===== config.mk =====
export PLATFORM = sky130hd
export DESIGN_NAME = flash_id_and_security_reg_cmds
export DESIGN_NICKNAME = d
export VERILOG_FILES = /design/src/rtl/flash_id_pkg.sv /design/src/rtl/two_entry_buffer.sv /design/src/rtl/flash_id_and_security_reg_cmds.sv
export VERILOG_INCLUDE_DIRS = /design/src /design/src/rtl
export SDC_FILE = /design/constraint.sdc
export NUM_CORES = 1
export LEC_CHECK = 0
export ABC_AREA = 1
export BUFFER_PORTS_ARGS = -buffer_cell sky130_fd_sc_hd__buf_2
export CORE_MARGIN = 4
export CORE_UTILIZATION = 58
export CTS_CLUSTER_DIAMETER = 50
export CTS_CLUSTER_SIZE = 16
export DETAILED_ROUTE_END_ITERATION = 6
export PLACE_DENSITY = 0.75
export SLEW_MARGIN = 10
export SYNTH_ARGS = -nofsm -noshare
export SYNTH_HDL_FRONTEND = slang
export SYNTH_SLANG_ARGS = --single-unit

===== constraint.sdc =====
create_clock -name clock_i -period 3 [get_ports clock_i]
set_input_delay 0.3 -clock clock_i [delete_from_list [all_inputs] [get_ports clock_i]]
set_output_delay 0.3 -clock clock_i [all_outputs]
set_load 0.005 [all_outputs]

===== src/rtl/flash_id_defs.svh =====
`ifndef FLASH_ID_DEFS_SVH
`define FLASH_ID_DEFS_SVH

// opcodes handled by this block
`define OPC_DUAL_ID 8'h92
`define OPC_QUAD_ID 8'h94
`define OPC_UNIQUE_ID 8'h4B
`define OPC_JEDEC_ID 8'h9F
`define OPC_PARAM_TABLE 8'h5A
`define OPC_SEC_ERASE 8'h44
`define OPC_SEC_PROG 8'h42

// serial clocks between the opcode and the first output edge or data byte
`define HDR_DUAL_ID 8'h10
`define HDR_QUAD_ID 8'h0C
`define HDR_UNIQUE_ID 8'h20
`define HDR_PARAM_TABLE 8'h20
`define HDR_SEC 8'h18
`define ADDR_BITS 8'h18

// output pattern lengths in bits
`define LEN_JEDEC 7'h18
`define LEN_MAKER_DEV 7'h10
`define LEN_UNIQUE 7'h40
`define LEN_BYTE 7'h08

// security register address fields
`define SEC_ADDR_HI 8'h00
`define SEC_ADDR_LOW_NIB 4'h0
`define SEC_SEL_FIRST 4'h1
`define SEC_SEL_LAST 4'h3

// self-timed cycle lengths
`define CLK_FREQ_MHZ 25
`define SEC_ERASE_TIME_US 1000
`define SEC_PROG_TIME_US 200

`endif


===== src/rtl/flash_id_pkg.sv =====
package flash_id_pkg;

  // progress of one chip-select frame
  typedef enum logic [2:0] {
    ST_OPC,
    ST_HDR,
    ST_TX,
    ST_DATA,
    ST_DONE
  } frame_state_e;

  // self-timed array operation
  typedef enum logic [1:0] {
    OP_IDLE,
    OP_ERASE,
    OP_PROG
  } op_state_e;

  // number of data lines used while shifting out
  typedef enum logic [1:0] {
    LANE_SINGLE,
    LANE_DUAL,
    LANE_QUAD
  } lane_mode_e;

endpackage


===== src/rtl/two_entry_buffer.sv =====
`timescale 1ns/1ps
`default_nettype none

module two_entry_buffer #(
  parameter int WIDTH = 18,
  parameter int DEPTH = 2
) (
  input wire logic clock_i,
  input wire logic reset_n_i,
  input wire logic in_valid_i,
  output logic in_ready_o,
  input wire logic [WIDTH-1:0] in_data_i,
  output logic out_valid_o,
  input wire logic out_ready_i,
  output logic [WIDTH-1:0] out_data_o
);

  localparam int PW = (DEPTH > 1) ? $clog2(DEPTH) : 1;

  logic [WIDTH-1:0] mem_r [DEPTH];
  logic [PW-1:0] wr_ptr_r, wr_ptr_nxt, rd_ptr_r, rd_ptr_nxt;
  logic [PW:0] count_r, count_nxt;
  logic push, pop;

  // handshakes; full stalls the writer, empty holds off the reader
  // fill level is one bit wider than the pointers, so DEPTH itself fits
  assign in_ready_o = (count_r != (PW + 1)'(DEPTH));
  assign out_valid_o = (count_r != '0);
  assign out_data_o = mem_r[rd_ptr_r];
  assign push = in_valid_i && in_ready_o;
  assign pop = out_valid_o && out_ready_i;

  // pointer and fill-level update, wrapping at DEPTH
  always_comb begin
    wr_ptr_nxt = wr_ptr_r;
    rd_ptr_nxt = rd_ptr_r;
    count_nxt = count_r;
    if (push) begin
      wr_ptr_nxt = (wr_ptr_r == PW'(DEPTH - 1)) ? '0 : wr_ptr_r + 1'b1;
    end
    if (pop) begin
      rd_ptr_nxt = (rd_ptr_r == PW'(DEPTH - 1)) ? '0 : rd_ptr_r + 1'b1;
    end
    if (push && !pop) begin
      count_nxt = count_r + 1'b1;
    end else if (pop && !push) begin
      count_nxt = count_r - 1'b1;
    end
  end

  always_ff @(posedge clock_i or negedge reset_n_i) begin
    if (!reset_n_i) begin
      wr_ptr_r <= '0;
      rd_ptr_r <= '0;
      count_r <= '0;
    end else begin
      wr_ptr_r <= wr_ptr_nxt;
      rd_ptr_r <= rd_ptr_nxt;
      count_r <= count_nxt;
    end
  end

  // storage carries no reset; contents are only read while valid
  always_ff @(posedge clock_i) begin
    if (push) begin
      mem_r[wr_ptr_r] <= in_data_i;
    end
  end

endmodule // two_entry_buffer

`default_nettype wire


===== src/rtl/flash_id_and_security_reg_cmds.sv =====
`timescale 1ns/1ps
`default_nettype none
`include "flash_id_defs.svh"

module flash_id_and_security_reg_cmds #(
  parameter logic [7:0] MAKER_ID = 8'h5C, // arbitrary value
  parameter logic [7:0] DEVICE_ID = 8'h17, // arbitrary value
  parameter logic [7:0] MEMORY_TYPE_BYTE = 8'h60, // arbitrary value
  parameter logic [7:0] CAPACITY_BYTE = 8'h18, // arbitrary value
  parameter logic [63:0] UNIQUE_ID = 64'h0123_4567_89AB_CDEF, // arbitrary value
  parameter int unsigned SEC_ERASE_CYCLES = `SEC_ERASE_TIME_US * `CLK_FREQ_MHZ,
  parameter int unsigned SEC_PROG_CYCLES = `SEC_PROG_TIME_US * `CLK_FREQ_MHZ
) (
  input wire logic clock_i,
  input wire logic reset_n_i,
  input wire logic cs_n_i,
  input wire logic sclk_i,
  input wire logic [3:0] io_i,
  output logic [3:0] io_o,
  output logic [3:0] io_oe_o,
  input wire logic write_enable_latch_i,
  input wire logic [2:0] otp_lock_bits_i,
  output logic busy_o,
  output logic write_enable_clear_o,
  output logic erase_req_o,
  output logic [1:0] erase_sel_o,
  output logic wr_valid_o,
  input wire logic wr_ready_i,
  output logic [1:0] wr_sel_o,
  output logic [7:0] wr_addr_o,
  output logic [7:0] wr_data_o,
  output logic [7:0] sfdp_addr_o,
  input wire logic [7:0] sfdp_data_i,
  output logic prog_overrun_o
);

  // pin synchronisers; stage one feeds only stage two
  logic cs_s1_r, cs_s2_r, cs_s3_r;
  logic sclk_s1_r, sclk_s2_r, sclk_s3_r;
  logic [3:0] io_s1_r, io_s2_r;

  always_ff @(posedge clock_i or negedge reset_n_i) begin
    if (!reset_n_i) begin
      cs_s1_r <= 1'b1;
      cs_s2_r <= 1'b1;
      cs_s3_r <= 1'b1;
      sclk_s1_r <= 1'b0;
      sclk_s2_r <= 1'b0;
      sclk_s3_r <= 1'b0;
      io_s1_r <= 4'h0;
      io_s2_r <= 4'h0;
    end else begin
      cs_s1_r <= cs_n_i;
      cs_s2_r <= cs_s1_r;
      cs_s3_r <= cs_s2_r;
      sclk_s1_r <= sclk_i;
      sclk_s2_r <= sclk_s1_r;
      sclk_s3_r <= sclk_s2_r;
      io_s1_r <= io_i;
      io_s2_r <= io_s1_r;
    end
  end

  // edge events seen on the system clock
  logic cs_low, cs_rise, sclk_rise, sclk_fall;
  assign cs_low = !cs_s2_r;
  assign cs_rise = cs_s2_r && !cs_s3_r;
  assign sclk_rise = sclk_s2_r && !sclk_s3_r;
  assign sclk_fall = !sclk_s2_r && sclk_s3_r;

  // frame decoder state
  flash_id_pkg::frame_state_e st_r, st_nxt;
  logic [7:0] opcode_r, opcode_nxt, byte_r, byte_nxt, cnt_r, cnt_nxt, hdr_len;
  logic [23:0] addr_r, addr_nxt, full_addr;
  logic [2:0] bitn_r, bitn_nxt;
  logic [7:0] pbyte_r, pbyte_nxt;
  logic [1:0] sel_r, sel_nxt;
  logic accept_r, accept_nxt, extra_r, extra_nxt, has_byte_r, has_byte_nxt;
  logic ovr_r, ovr_nxt;
  logic [3:0] sel_field;
  logic sec_ok, push, buf_in_ready, buf_out_valid, erase_go, prog_go;
  logic [7:0] shifted_byte;
  logic busy_r;

  // header length after the opcode, per command
  always_comb begin
    case (opcode_r)
      `OPC_DUAL_ID: hdr_len = `HDR_DUAL_ID;
      `OPC_QUAD_ID: hdr_len = `HDR_QUAD_ID;
      `OPC_UNIQUE_ID: hdr_len = `HDR_UNIQUE_ID;
      `OPC_PARAM_TABLE: hdr_len = `HDR_PARAM_TABLE;
      default: hdr_len = `HDR_SEC;
    endcase
  end

  // address as it stands after this rising edge, and register checks
  assign full_addr = {addr_r[22:0], io_s2_r[0]};
  assign sel_field = full_addr[15:12];
  assign shifted_byte = {byte_r[6:0], io_s2_r[0]};
  always_comb begin
    sec_ok = (full_addr[23:16] == `SEC_ADDR_HI) && (full_addr[11:8] == `SEC_ADDR_LOW_NIB) &&
             (sel_field >= `SEC_SEL_FIRST) && (sel_field <= `SEC_SEL_LAST);
    if (sec_ok) begin
      sec_ok = !otp_lock_bits_i[sel_field[1:0] - 2'h1];
    end
    sec_ok = sec_ok && write_enable_latch_i;
  end

  // frame decoder: opcode, header, data bytes
  always_comb begin
    st_nxt = st_r;
    opcode_nxt = opcode_r;
    byte_nxt = byte_r;
    cnt_nxt = cnt_r;
    addr_nxt = addr_r;
    bitn_nxt = bitn_r;
    pbyte_nxt = pbyte_r;
    sel_nxt = sel_r;
    accept_nxt = accept_r;
    extra_nxt = extra_r;
    has_byte_nxt = has_byte_r;
    ovr_nxt = ovr_r;
    push = 1'b0;
    if (!cs_low) begin
      st_nxt = flash_id_pkg::ST_OPC;
      cnt_nxt = 8'h00;
      bitn_nxt = 3'h0;
      accept_nxt = 1'b0;
      extra_nxt = 1'b0;
      has_byte_nxt = 1'b0;
    end else if (sclk_rise) begin
      case (st_r)
        flash_id_pkg::ST_OPC: begin
          byte_nxt = shifted_byte;
          bitn_nxt = bitn_r + 3'h1;
          if (bitn_r == 3'h7) begin
            opcode_nxt = shifted_byte;
            ovr_nxt = 1'b0;
            if (busy_r) begin
              st_nxt = flash_id_pkg::ST_DONE; // no new command while the array is busy
            end else if (shifted_byte == `OPC_JEDEC_ID) begin
              st_nxt = flash_id_pkg::ST_TX;
            end else if (shifted_byte == `OPC_DUAL_ID || shifted_byte == `OPC_QUAD_ID ||
                         shifted_byte == `OPC_UNIQUE_ID || shifted_byte == `OPC_PARAM_TABLE ||
                         shifted_byte == `OPC_SEC_ERASE || shifted_byte == `OPC_SEC_PROG) begin
              st_nxt = flash_id_pkg::ST_HDR;
            end else begin
              st_nxt = flash_id_pkg::ST_DONE;
            end
          end
        end
        flash_id_pkg::ST_HDR: begin
          cnt_nxt = cnt_r + 8'h01;
          if (cnt_r < `ADDR_BITS) begin
            addr_nxt = full_addr;
          end
          if (cnt_nxt == hdr_len) begin
            if (opcode_r == `OPC_SEC_ERASE) begin
              st_nxt = flash_id_pkg::ST_DONE;
              accept_nxt = sec_ok;
              sel_nxt = sel_field[1:0];
            end else if (opcode_r == `OPC_SEC_PROG) begin
              st_nxt = flash_id_pkg::ST_DATA;
              accept_nxt = sec_ok;
              sel_nxt = sel_field[1:0];
              pbyte_nxt = full_addr[7:0];
            end else begin
              st_nxt = flash_id_pkg::ST_TX;
            end
          end
        end
        flash_id_pkg::ST_DATA: begin
          byte_nxt = shifted_byte;
          bitn_nxt = bitn_r + 3'h1;
          if (bitn_r == 3'h7 && accept_r) begin
            push = 1'b1;
            has_byte_nxt = 1'b1;
            pbyte_nxt = pbyte_r + 8'h01; // wraps inside the 256-byte register
            if (!buf_in_ready) begin
              ovr_nxt = 1'b1; // array port too slow; byte lost, flagged
            end
          end
        end
        default: begin
          extra_nxt = 1'b1; // any clock past the address spoils an erase
        end
      endcase
    end
  end

  always_ff @(posedge clock_i or negedge reset_n_i) begin
    if (!reset_n_i) begin
      st_r <= flash_id_pkg::ST_OPC;
      opcode_r <= 8'h00;
      byte_r <= 8'h00;
      cnt_r <= 8'h00;
      addr_r <= 24'h00_0000;
      bitn_r <= 3'h0;
      pbyte_r <= 8'h00;
      sel_r <= 2'h0;
      accept_r <= 1'b0;
      extra_r <= 1'b0;
      has_byte_r <= 1'b0;
      ovr_r <= 1'b0;
    end else begin
      st_r <= st_nxt;
      opcode_r <= opcode_nxt;
      byte_r <= byte_nxt;
      cnt_r <= cnt_nxt;
      addr_r <= addr_nxt;
      bitn_r <= bitn_nxt;
      pbyte_r <= pbyte_nxt;
      sel_r <= sel_nxt;
      accept_r <= accept_nxt;
      extra_r <= extra_nxt;
      has_byte_r <= has_byte_nxt;
      ovr_r <= ovr_nxt;
    end
  end

  // commit points, taken when chip select rises
  assign erase_go = cs_rise && opcode_r == `OPC_SEC_ERASE && st_r == flash_id_pkg::ST_DONE &&
                    accept_r && !extra_r;
  assign prog_go = cs_rise && opcode_r == `OPC_SEC_PROG && st_r == flash_id_pkg::ST_DATA &&
                   accept_r && has_byte_r;

  // program bytes wait here until the array write port takes them
  logic [17:0] buf_out_data;
  two_entry_buffer #(
    .WIDTH(18),
    .DEPTH(2)
  ) u_prog_buf (
    .clock_i(clock_i),
    .reset_n_i(reset_n_i),
    .in_valid_i(push),
    .in_ready_o(buf_in_ready),
    .in_data_i({sel_r, pbyte_r, shifted_byte}),
    .out_valid_o(buf_out_valid),
    .out_ready_i(wr_ready_i),
    .out_data_o(buf_out_data)
  );
  assign wr_valid_o = buf_out_valid;
  assign {wr_sel_o, wr_addr_o, wr_data_o} = buf_out_data;
  assign prog_overrun_o = ovr_r;

  // output shifter; the host samples on rising edges, so update on falling ones
  flash_id_pkg::lane_mode_e lane;
  logic [63:0] tx_sr_r, tx_sr_nxt, fresh, src;
  logic [6:0] tx_left_r, tx_left_nxt, fresh_len;
  logic [3:0] io_r, io_nxt, oe_r, oe_nxt, oe_mask;
  logic [7:0] sfdp_addr_r, sfdp_addr_nxt;

  always_comb begin
    case (opcode_r)
      `OPC_DUAL_ID: begin
        lane = flash_id_pkg::LANE_DUAL;
        oe_mask = 4'h3;
      end
      `OPC_QUAD_ID: begin
        lane = flash_id_pkg::LANE_QUAD;
        oe_mask = 4'hF;
      end
      default: begin
        lane = flash_id_pkg::LANE_SINGLE;
        oe_mask = 4'h2;
      end
    endcase
    case (opcode_r)
      `OPC_JEDEC_ID: begin
        fresh = {MAKER_ID, MEMORY_TYPE_BYTE, CAPACITY_BYTE, 40'h00_0000_0000};
        fresh_len = `LEN_JEDEC;
      end
      `OPC_UNIQUE_ID: begin
        fresh = UNIQUE_ID;
        fresh_len = `LEN_UNIQUE;
      end
      `OPC_PARAM_TABLE: begin
        fresh = {sfdp_data_i, 56'h00_0000_0000_0000};
        fresh_len = `LEN_BYTE;
      end
      default: begin
        fresh = {MAKER_ID, DEVICE_ID, 48'h0000_0000_0000};
        fresh_len = `LEN_MAKER_DEV;
      end
    endcase
  end

  always_comb begin
    tx_sr_nxt = tx_sr_r;
    tx_left_nxt = tx_left_r;
    io_nxt = io_r;
    oe_nxt = oe_r;
    sfdp_addr_nxt = sfdp_addr_r;
    src = (tx_left_r == 7'h00) ? fresh : tx_sr_r;
    if (!cs_low || st_r != flash_id_pkg::ST_TX) begin
      tx_left_nxt = 7'h00;
      oe_nxt = 4'h0;
      sfdp_addr_nxt = addr_r[7:0];
    end else if (sclk_fall) begin
      oe_nxt = oe_mask;
      if (tx_left_r == 7'h00 && opcode_r == `OPC_PARAM_TABLE) begin
        sfdp_addr_nxt = sfdp_addr_r + 8'h01; // next table byte, wraps at 256
      end
      case (lane)
        flash_id_pkg::LANE_DUAL: begin
          io_nxt = {2'b00, src[63:62]};
          tx_sr_nxt = {src[61:0], 2'b00};
          tx_left_nxt = ((tx_left_r == 7'h00) ? fresh_len : tx_left_r) - 7'h02;
        end
        flash_id_pkg::LANE_QUAD: begin
          io_nxt = src[63:60];
          tx_sr_nxt = {src[59:0], 4'h0};
          tx_left_nxt = ((tx_left_r == 7'h00) ? fresh_len : tx_left_r) - 7'h04;
        end
        default: begin
          io_nxt = {2'b00, src[63], 1'b0}; // serial output line is io[1]
          tx_sr_nxt = {src[62:0], 1'b0};
          tx_left_nxt = ((tx_left_r == 7'h00) ? fresh_len : tx_left_r) - 7'h01;
        end
      endcase
    end
  end

  always_ff @(posedge clock_i or negedge reset_n_i) begin
    if (!reset_n_i) begin
      tx_sr_r <= 64'h0000_0000_0000_0000;
      tx_left_r <= 7'h00;
      io_r <= 4'h0;
      oe_r <= 4'h0;
      sfdp_addr_r <= 8'h00;
    end else begin
      tx_sr_r <= tx_sr_nxt;
      tx_left_r <= tx_left_nxt;
      io_r <= io_nxt;
      oe_r <= oe_nxt;
      sfdp_addr_r <= sfdp_addr_nxt;
    end
  end
  assign io_o = io_r;
  assign io_oe_o = oe_r;
  assign sfdp_addr_o = sfdp_addr_r;

  // self-timed erase and program engine
  flash_id_pkg::op_state_e op_r, op_nxt;
  logic [23:0] timer_r, timer_nxt;
  logic busy_nxt, latch_clr_r, latch_clr_nxt, erase_req_r, erase_req_nxt;
  logic [1:0] erase_sel_r, erase_sel_nxt;

  always_comb begin
    op_nxt = op_r;
    timer_nxt = timer_r;
    busy_nxt = busy_r;
    latch_clr_nxt = 1'b0;
    erase_req_nxt = 1'b0;
    erase_sel_nxt = erase_sel_r;
    case (op_r)
      flash_id_pkg::OP_IDLE: begin
        if (erase_go) begin
          op_nxt = flash_id_pkg::OP_ERASE;
          timer_nxt = 24'(SEC_ERASE_CYCLES - 1);
          busy_nxt = 1'b1;
          erase_req_nxt = 1'b1;
          erase_sel_nxt = sel_r;
        end else if (prog_go) begin
          op_nxt = flash_id_pkg::OP_PROG;
          timer_nxt = 24'(SEC_PROG_CYCLES - 1);
          busy_nxt = 1'b1;
        end
      end
      flash_id_pkg::OP_ERASE: begin
        if (timer_r == 24'h00_0000) begin
          op_nxt = flash_id_pkg::OP_IDLE;
          busy_nxt = 1'b0;
          latch_clr_nxt = 1'b1;
        end else begin
          timer_nxt = timer_r - 24'h00_0001;
        end
      end
      default: begin
        // a slow array port stretches the cycle until every byte is written
        if (timer_r != 24'h00_0000) begin
          timer_nxt = timer_r - 24'h00_0001;
        end else if (!buf_out_valid) begin
          op_nxt = flash_id_pkg::OP_IDLE;
          busy_nxt = 1'b0;
          latch_clr_nxt = 1'b1;
        end
      end
    endcase
  end

  always_ff @(posedge clock_i or negedge reset_n_i) begin
    if (!reset_n_i) begin
      op_r <= flash_id_pkg::OP_IDLE;
      timer_r <= 24'h00_0000;
      busy_r <= 1'b0;
      latch_clr_r <= 1'b0;
      erase_req_r <= 1'b0;
      erase_sel_r <= 2'h0;
    end else begin
      op_r <= op_nxt;
      timer_r <= timer_nxt;
      busy_r <= busy_nxt;
      latch_clr_r <= latch_clr_nxt;
      erase_req_r <= erase_req_nxt;
      erase_sel_r <= erase_sel_nxt;
    end
  end
  assign busy_o = busy_r;
  assign write_enable_clear_o = latch_clr_r;
  assign erase_req_o = erase_req_r;
  assign erase_sel_o = erase_sel_r;

endmodule // flash_id_and_security_reg_cmds

`default_nettype wire


# --- After elaboration in Yosys (flattened, before gate mapping) ---
# Memories as Yosys holds them, arrays and structs flattened.
# Index checks and enable logic that the tools add are counted.
word_totals:
  reg_bits: 196
  mem_bits_rw: 36
  output_inout_bits: 41
  elab_cells: 262
  mem_count: 1
memory_table:
  columns: ["name", "depth", "width", "read_ports", "rd_ports_with_merged_regs", "wr", "line", "source"]
  rows:
  - ["u_prog_buf.mem_r", 2, 18, 1, 0, 1, "two_entry_buffer.sv:20", "logic [WIDTH-1:0] mem_r [DEPTH];"]
op_classes:
  add_sub_neg: 13
  magnitude_cmp: 4
  n_eq_ne: 38
  muxes: 93
  bitwise: 2
  n_reduce_logical: 77
ops:
  columns: ["cell", "count"]
  rows:
  - ["one-hot mux 64 bit (3 select lines)", 1]
  - ["one-hot mux 64 bit (2 select lines)", 1]
  - ["two-way mux 24 bit", 4]
  - ["two-way mux 8 bit", 10]
  - ["equality test 8 x 7 -> 1 bit (second input constant)", 8]
  - ["two-way mux 64 bit", 1]
  - ["equality test 8 bit (second input constant)", 6]
  - ["one-hot mux 24 bit (2 select lines)", 1]
  - ["two-way mux 1 bit", 37]
  - ["two-way mux 3 bit", 11]
  - ["nonzero test 2 bit", 13]
  - ["adder 8 x 1 -> 8 bit (second input constant)", 3]
  - ["logical NOT 24 bit", 1]
  - ["nonzero test 24 bit", 1]
  - ["subtractor 24 x 1 -> 24 bit (second input constant)", 1]
  - ["logical AND 1 bit", 21]
  - ["two-way mux 7 bit", 3]
  - ["one-hot mux 7 bit (3 select lines)", 1]
  - ["AND reduction 4 bit", 5]
  - ["two-way mux 2 bit", 9]
  - ["inequality test 2 bit (second input constant)", 9]
  - ["one-hot mux 6 bit (3 select lines)", 1]
  - ["one-hot mux 4 bit (2 select lines)", 2]
  - ["one-hot mux 8 bit (2 select lines)", 1]
  - ["43 further kinds", 76]

# --- Longest topological paths before layout ---
logic_depth:
  depth_word: 13
  depth_mapped: 18
  depth_no_buf: 18

# --- Modules after synthesis ---
# From an unflattened synthesis, not the netlist that was laid out.
unflattened:
  hier_cells: 1467
  hier_area_um2: 12182.9
by_module_without_submodules:
  columns: ["mod", "n_inst", "cells_each", "area_per_inst_um2"]
  rows:
  - ["flash_id_and_security_reg_cmds", 1, 1345, 10616.4]
  - ["two_entry_buffer", 1, 122, 1566.5]

# --- Worst setup path after synthesis ---
# OpenSTA, ideal clock, no wires.
synth_timing:
  path_kind: "flip-flop to flip-flop"
  startpoint: "register opcode_r[3]"
  endpoint: "register tx_sr_r[20]"
  setup_ps: 64
  arrival_ps: 2306
  t_required_ps: 2936
  setup_slack_ps: 631
  path_stages_with_launch: 13
  synth_period_minus_slack_ps: 2369
  cell_sequence: "dfrtp_1 inv_2 nand4_1 nor2_2 inv_1 ha_1 buf_2 nor2_2 clkinv_1 clkbuf_1 o2111ai_1 o21ai_0 inv_1"
synth_via:
  elab_chain_len: 4
  elab_cells_between_ends: 11
  cone_classes: "7 x eq/ne; 4 x mux"
synth_lines:
  columns: ["element", "line", "source"]
  rows:
  - ["start, declared", "flash_id_and_security_reg_cmds.sv:73", "logic [7:0] opcode_r, opcode_nxt, byte_r, byte_nxt, cnt_r, cnt_nxt, hdr_len;"]
  - ["start signal, assigned", "flash_id_and_security_reg_cmds.sv:207", "opcode_r <= opcode_nxt;"]
  - ["equality test 8 bit, or another cell as far along", "flash_id_and_security_reg_cmds.sv:254", "case (opcode_r)"]
  - ["one-hot mux 2 bit (2 select lines) / one-hot mux 64 bit (3 select lines) (equally long branches)", "flash_id_and_security_reg_cmds.sv:254, flash_id_and_security_reg_cmds.sv:268", null]
  - ["equality test 2 bit, or another cell as far along", "flash_id_and_security_reg_cmds.sv:304", "case (lane)"]
  - ["one-hot mux 64 bit (2 select lines) (*)", "flash_id_and_security_reg_cmds.sv:304", null]
  - ["end signal, assigned", "flash_id_and_security_reg_cmds.sv:332", "tx_sr_r <= tx_sr_nxt;"]
  - ["end, declared", "flash_id_and_security_reg_cmds.sv:248", "logic [63:0] tx_sr_r, tx_sr_nxt, fresh, src;"]
# Mark *: on every way between the ends. The rest lies on a longest branch, timed or not.
# A chain may end at the register's enable or synchronous reset.

# --- Worst setup path after layout ---
layout_timing:
  startpoint: "register opcode_r[3]"
  endpoint: "register tx_sr_r[4]"
# The elaborated chain is that of the path after synthesis.

==> results.py <==
metrics = {
    "run_status": {
        "status": "complete, no violations",
    },
    "worst_setup_path": {
        "critical-path-max-stage-delay_ps": 430,
        "path_cells": "inv_2 -> nand4_1 -> nor2_2 -> inv_1 -> ha_1 -> nor2_2 -> buf_4 -> nand2_2 -> inv_2 -> o21ai_0 -> o221ai_1",
        "crit_arrival_ps": 3100,
        "crit_path_start_kind": "flip-flop",
        "required_ps": 3440,
        "slowest_stage": "dfrtp_1",
        "cp-end-kind": "flip-flop",
        "critPathMaxFanout": 17,
        "crit_type": "flip-flop to flip-flop",
    },
    "cts": {
        "tritoncts": "yes",
        "numCtsBuffers": 26,
        "clkTransAtPathRegs_ps": 70,
        "clk-insertion-delay-late_ps": 540,
        "cts.sinks": 230,
        "cts_resized": 0,
        "cts_root_buf": "clkbuf_16",
        "clockBufferDepth": 3,
        "cts.htree.levels": 1,
    },
    "yosys": {
        "synthSimpleGateAreaFrac_pct": 23.2,
        "avgSynthCellArea_sq_um": 8.20,
        "synth_compound_area_share_pct": 16.3,
        "synth_fa_ha_area_share_pct": 1.54,
        "ys_ff_latch": 230,
        "synth_cells": 1483,
        "synthArstFlopShare_pct": 84.3,
        "synth_cell_types": 58,
        "synth_top_family_by_area": "simple AND/OR/NAND/NOR gates",
        "synthFlopType": "dfrtp_1",
        "yosysSeqAreaShare_pct": 48.8,
        "yosysWarnings": 0,
        "synth-xor-area-share_pct": 2.30,
        "synth.area.mux_share_pct": 0.0926,
        "netlist_area_sq_um": 12200,
        "syn-num-nets": 1519,
        "synth-edff-count": 36,
    },
    "route": {
        "wl_mm": 29.2,
        "drt_iter0_markers": 939,
        "antenna_left": 0,
        "drcViolationCount": 0,
        "vias": 10508,
        "viasPerCell": 5.70,
        "dr.pass1.iters": 7,
        "wl_per_cell_um": 15.8,
    },
    "timing": {
        "tightest_slew_ps": 724,
        "setup_violations": 0,
        "tns_ps": 0,
        "fin_skew_ps": 33.5,
        "fin_crit_sh_pct": 88.5,
        "post-route-min-period_ps": 2660,
        "hold_violations": 0,
        "slew_headroom_pct": 51.7,
        "slew_viol_final": 0,
        "rsz0062_at_grt": "false",
        "fmax_mhz": 377,
    },
    "job": {
        "maxCapViolCount": 0,
    },
    "global_route": {
        "grt_pass1_wl_mm": 48.8,
        "grt_max_degree": 83,
        "antenna_found_initial": 0,
        "gr-total-overflow": 0,
        "track_usage_pct": 24.6,
        "grt_pass1_vias": 9791,
    },
    "layout": {
        "mostFrequentLayoutCell": "nand2_1",
        "area_delta_synth_final_pct": 13.4,
        "drive_gt1_share_pct": 13.6,
        "num_antenna_cells": 0,
        "nets": 1588,
        "final_cell_mix": "nand2_1 (379), dfrtp_1 (191), inv_1 (158)",
    },
    "floorplan": {
        "io_pins": 62,
        "coreArea_sq_um": 20400,
        "rows": 52,
        "die_width_um": 153,
        "die_area_sq_um": 23400,
        "initial_utilization_pct": 59.5,
        "fp.dieH_um": 153,
    },
    "power": {
        "leakage_nw": 6.80,
        "total_power_mw": 7.12,
        "power_density_nw_per_um2": 516,
        "max-vdd-ir-drop_mv": 0.459,
    },
    "worst_hold_path": {
        "hold_class": "input pin to flip-flop",
    },
    "place": {
        "io_buffer_count": 58,
        "routabilityCongestion": 0.914,
        "hpwl_mm": 19.9,
    },
}
[sequential cells by signal, summed over array words and instances, names as in the netlist, 3 cells and up]
register / flops
opcode_r: 8
st_r: 3
tx_sr_r: 63
byte_r: 7
timer_r: 24
sfdp_addr_o: 8
pbyte_r: 8
tx_left_r: 7
io_o: 4
io_oe_o: 3
bitn_r: 3
addr_r: 23
u_prog_buf.mem_r: 36
cnt_r: 8
[timing repair]
item	in CTS	in global routing
hold buffers	4	0
hold endpoints to repair	80	0
setup endpoints to repair	0	0
setup buffers	0	0
[metal layers]
metal	GRT usage (%)	wire length (um)	up-vias
met5	0	0	-
met4	5.69	566	0
met3	3.68	2040	54
met2	38.2	13200	393
met1	37.0	13400	4956
li1	-	-	5105
[synthesized netlist by cell type (all sizes together) (5+ instances only)]
master   count  area [sq um]
nand4       16           115
o221ai      39           342
nand3       69           368
xor2        25           219
nor3        10          66.3
clkbuf      24          90.1
o22ai       19           119
edfxtp      36          1080
buf         32           179
a31oi        7          43.8
a21oi       57           289
o211ai      12          90.1
o2111ai      5          43.8
nand2      392          1520
nor2       150           649
dfrtp      191          4780
o21ai      136           711
inv        177           664
ha          15           188
xnor2        7          61.3
a22oi       30           225
nor4         8          56.3
[final timing paths]
| check | cells after the start | slack (ps) | endpoint | startpoint |
|---|---|---|---|---|
| worst max-delay path | 11 | 340 | tx_sr_r[4] | opcode_r[3] |
| worst min-delay path | 3 | 90 | u_prog_buf.rd_ptr_r | wr_ready_i |
| worst max register to register | 11 | 340 | tx_sr_r[4] | opcode_r[3] |
| worst min register to register | 0 | 350 | io_s2_r[0] | io_s1_r[0] |
| max in group asynchronous | 3 | 1780 | cs_s2_r | reset_n_i |
| min in group asynchronous | 2 | 340 | io_s2_r[0] | reset_n_i |
[stage by stage]
stage / instances / hold WS, ps / setup slack [ps] / utilization [%] / instance area [sq um]
floorplan: 1483 / 4.41 / 631 / - / 12200
global placement: 1790 / 336 / 510 / 62.9 / 12800
detailed placement: 1790 / 335 / 408 / 62.9 / 12800
CTS: 1842 / 78.3 / 352 / 67.5 / 13800
global route: 1842 / 102 / 183 / 67.5 / 13800
finish: 1842 / 87.8 / 344 / 67.5 / 13800
[power by group]
group | total [mW] | switching, mW | leakage [nW] | internal [mW]
registers | 3.31 | 0.0737 | 3.00 | 3.24
logic | 0.519 | 0.336 | 3.37 | 0.183
clock network | 3.29 | 1.37 | 0.442 | 1.91
total | 7.12 | 1.78 | 6.80 | 5.34
[cell type report]
type                    count  area (sq um)
well taps                 270           338
repair buffers             97           652
flip-flops and latches    230          5940
clock inverters            18           204
inverters                 179           672
multi-input cells        1018          5280
clock buffers              30           707
fillers                  1679          6640
[cells by family (layout without fill, tap and decap cells)]
group	after synthesis	after routing
buf+inv	235	324
mux	1	1
flops	230	230
simple gates	651	651
compound gates	319	319
fa+ha+maj	15	15
xor+xnor	32	32
[critical path, delay by kind of cell, from the launching register on]
family          cells  cell delay [ps]
compound gates      2              410
simple gates        4              640
buf+inv             4              710
flops               1              430
fa+ha+maj           1              370
No activity file was read; power rests on OpenSTA's default activity.
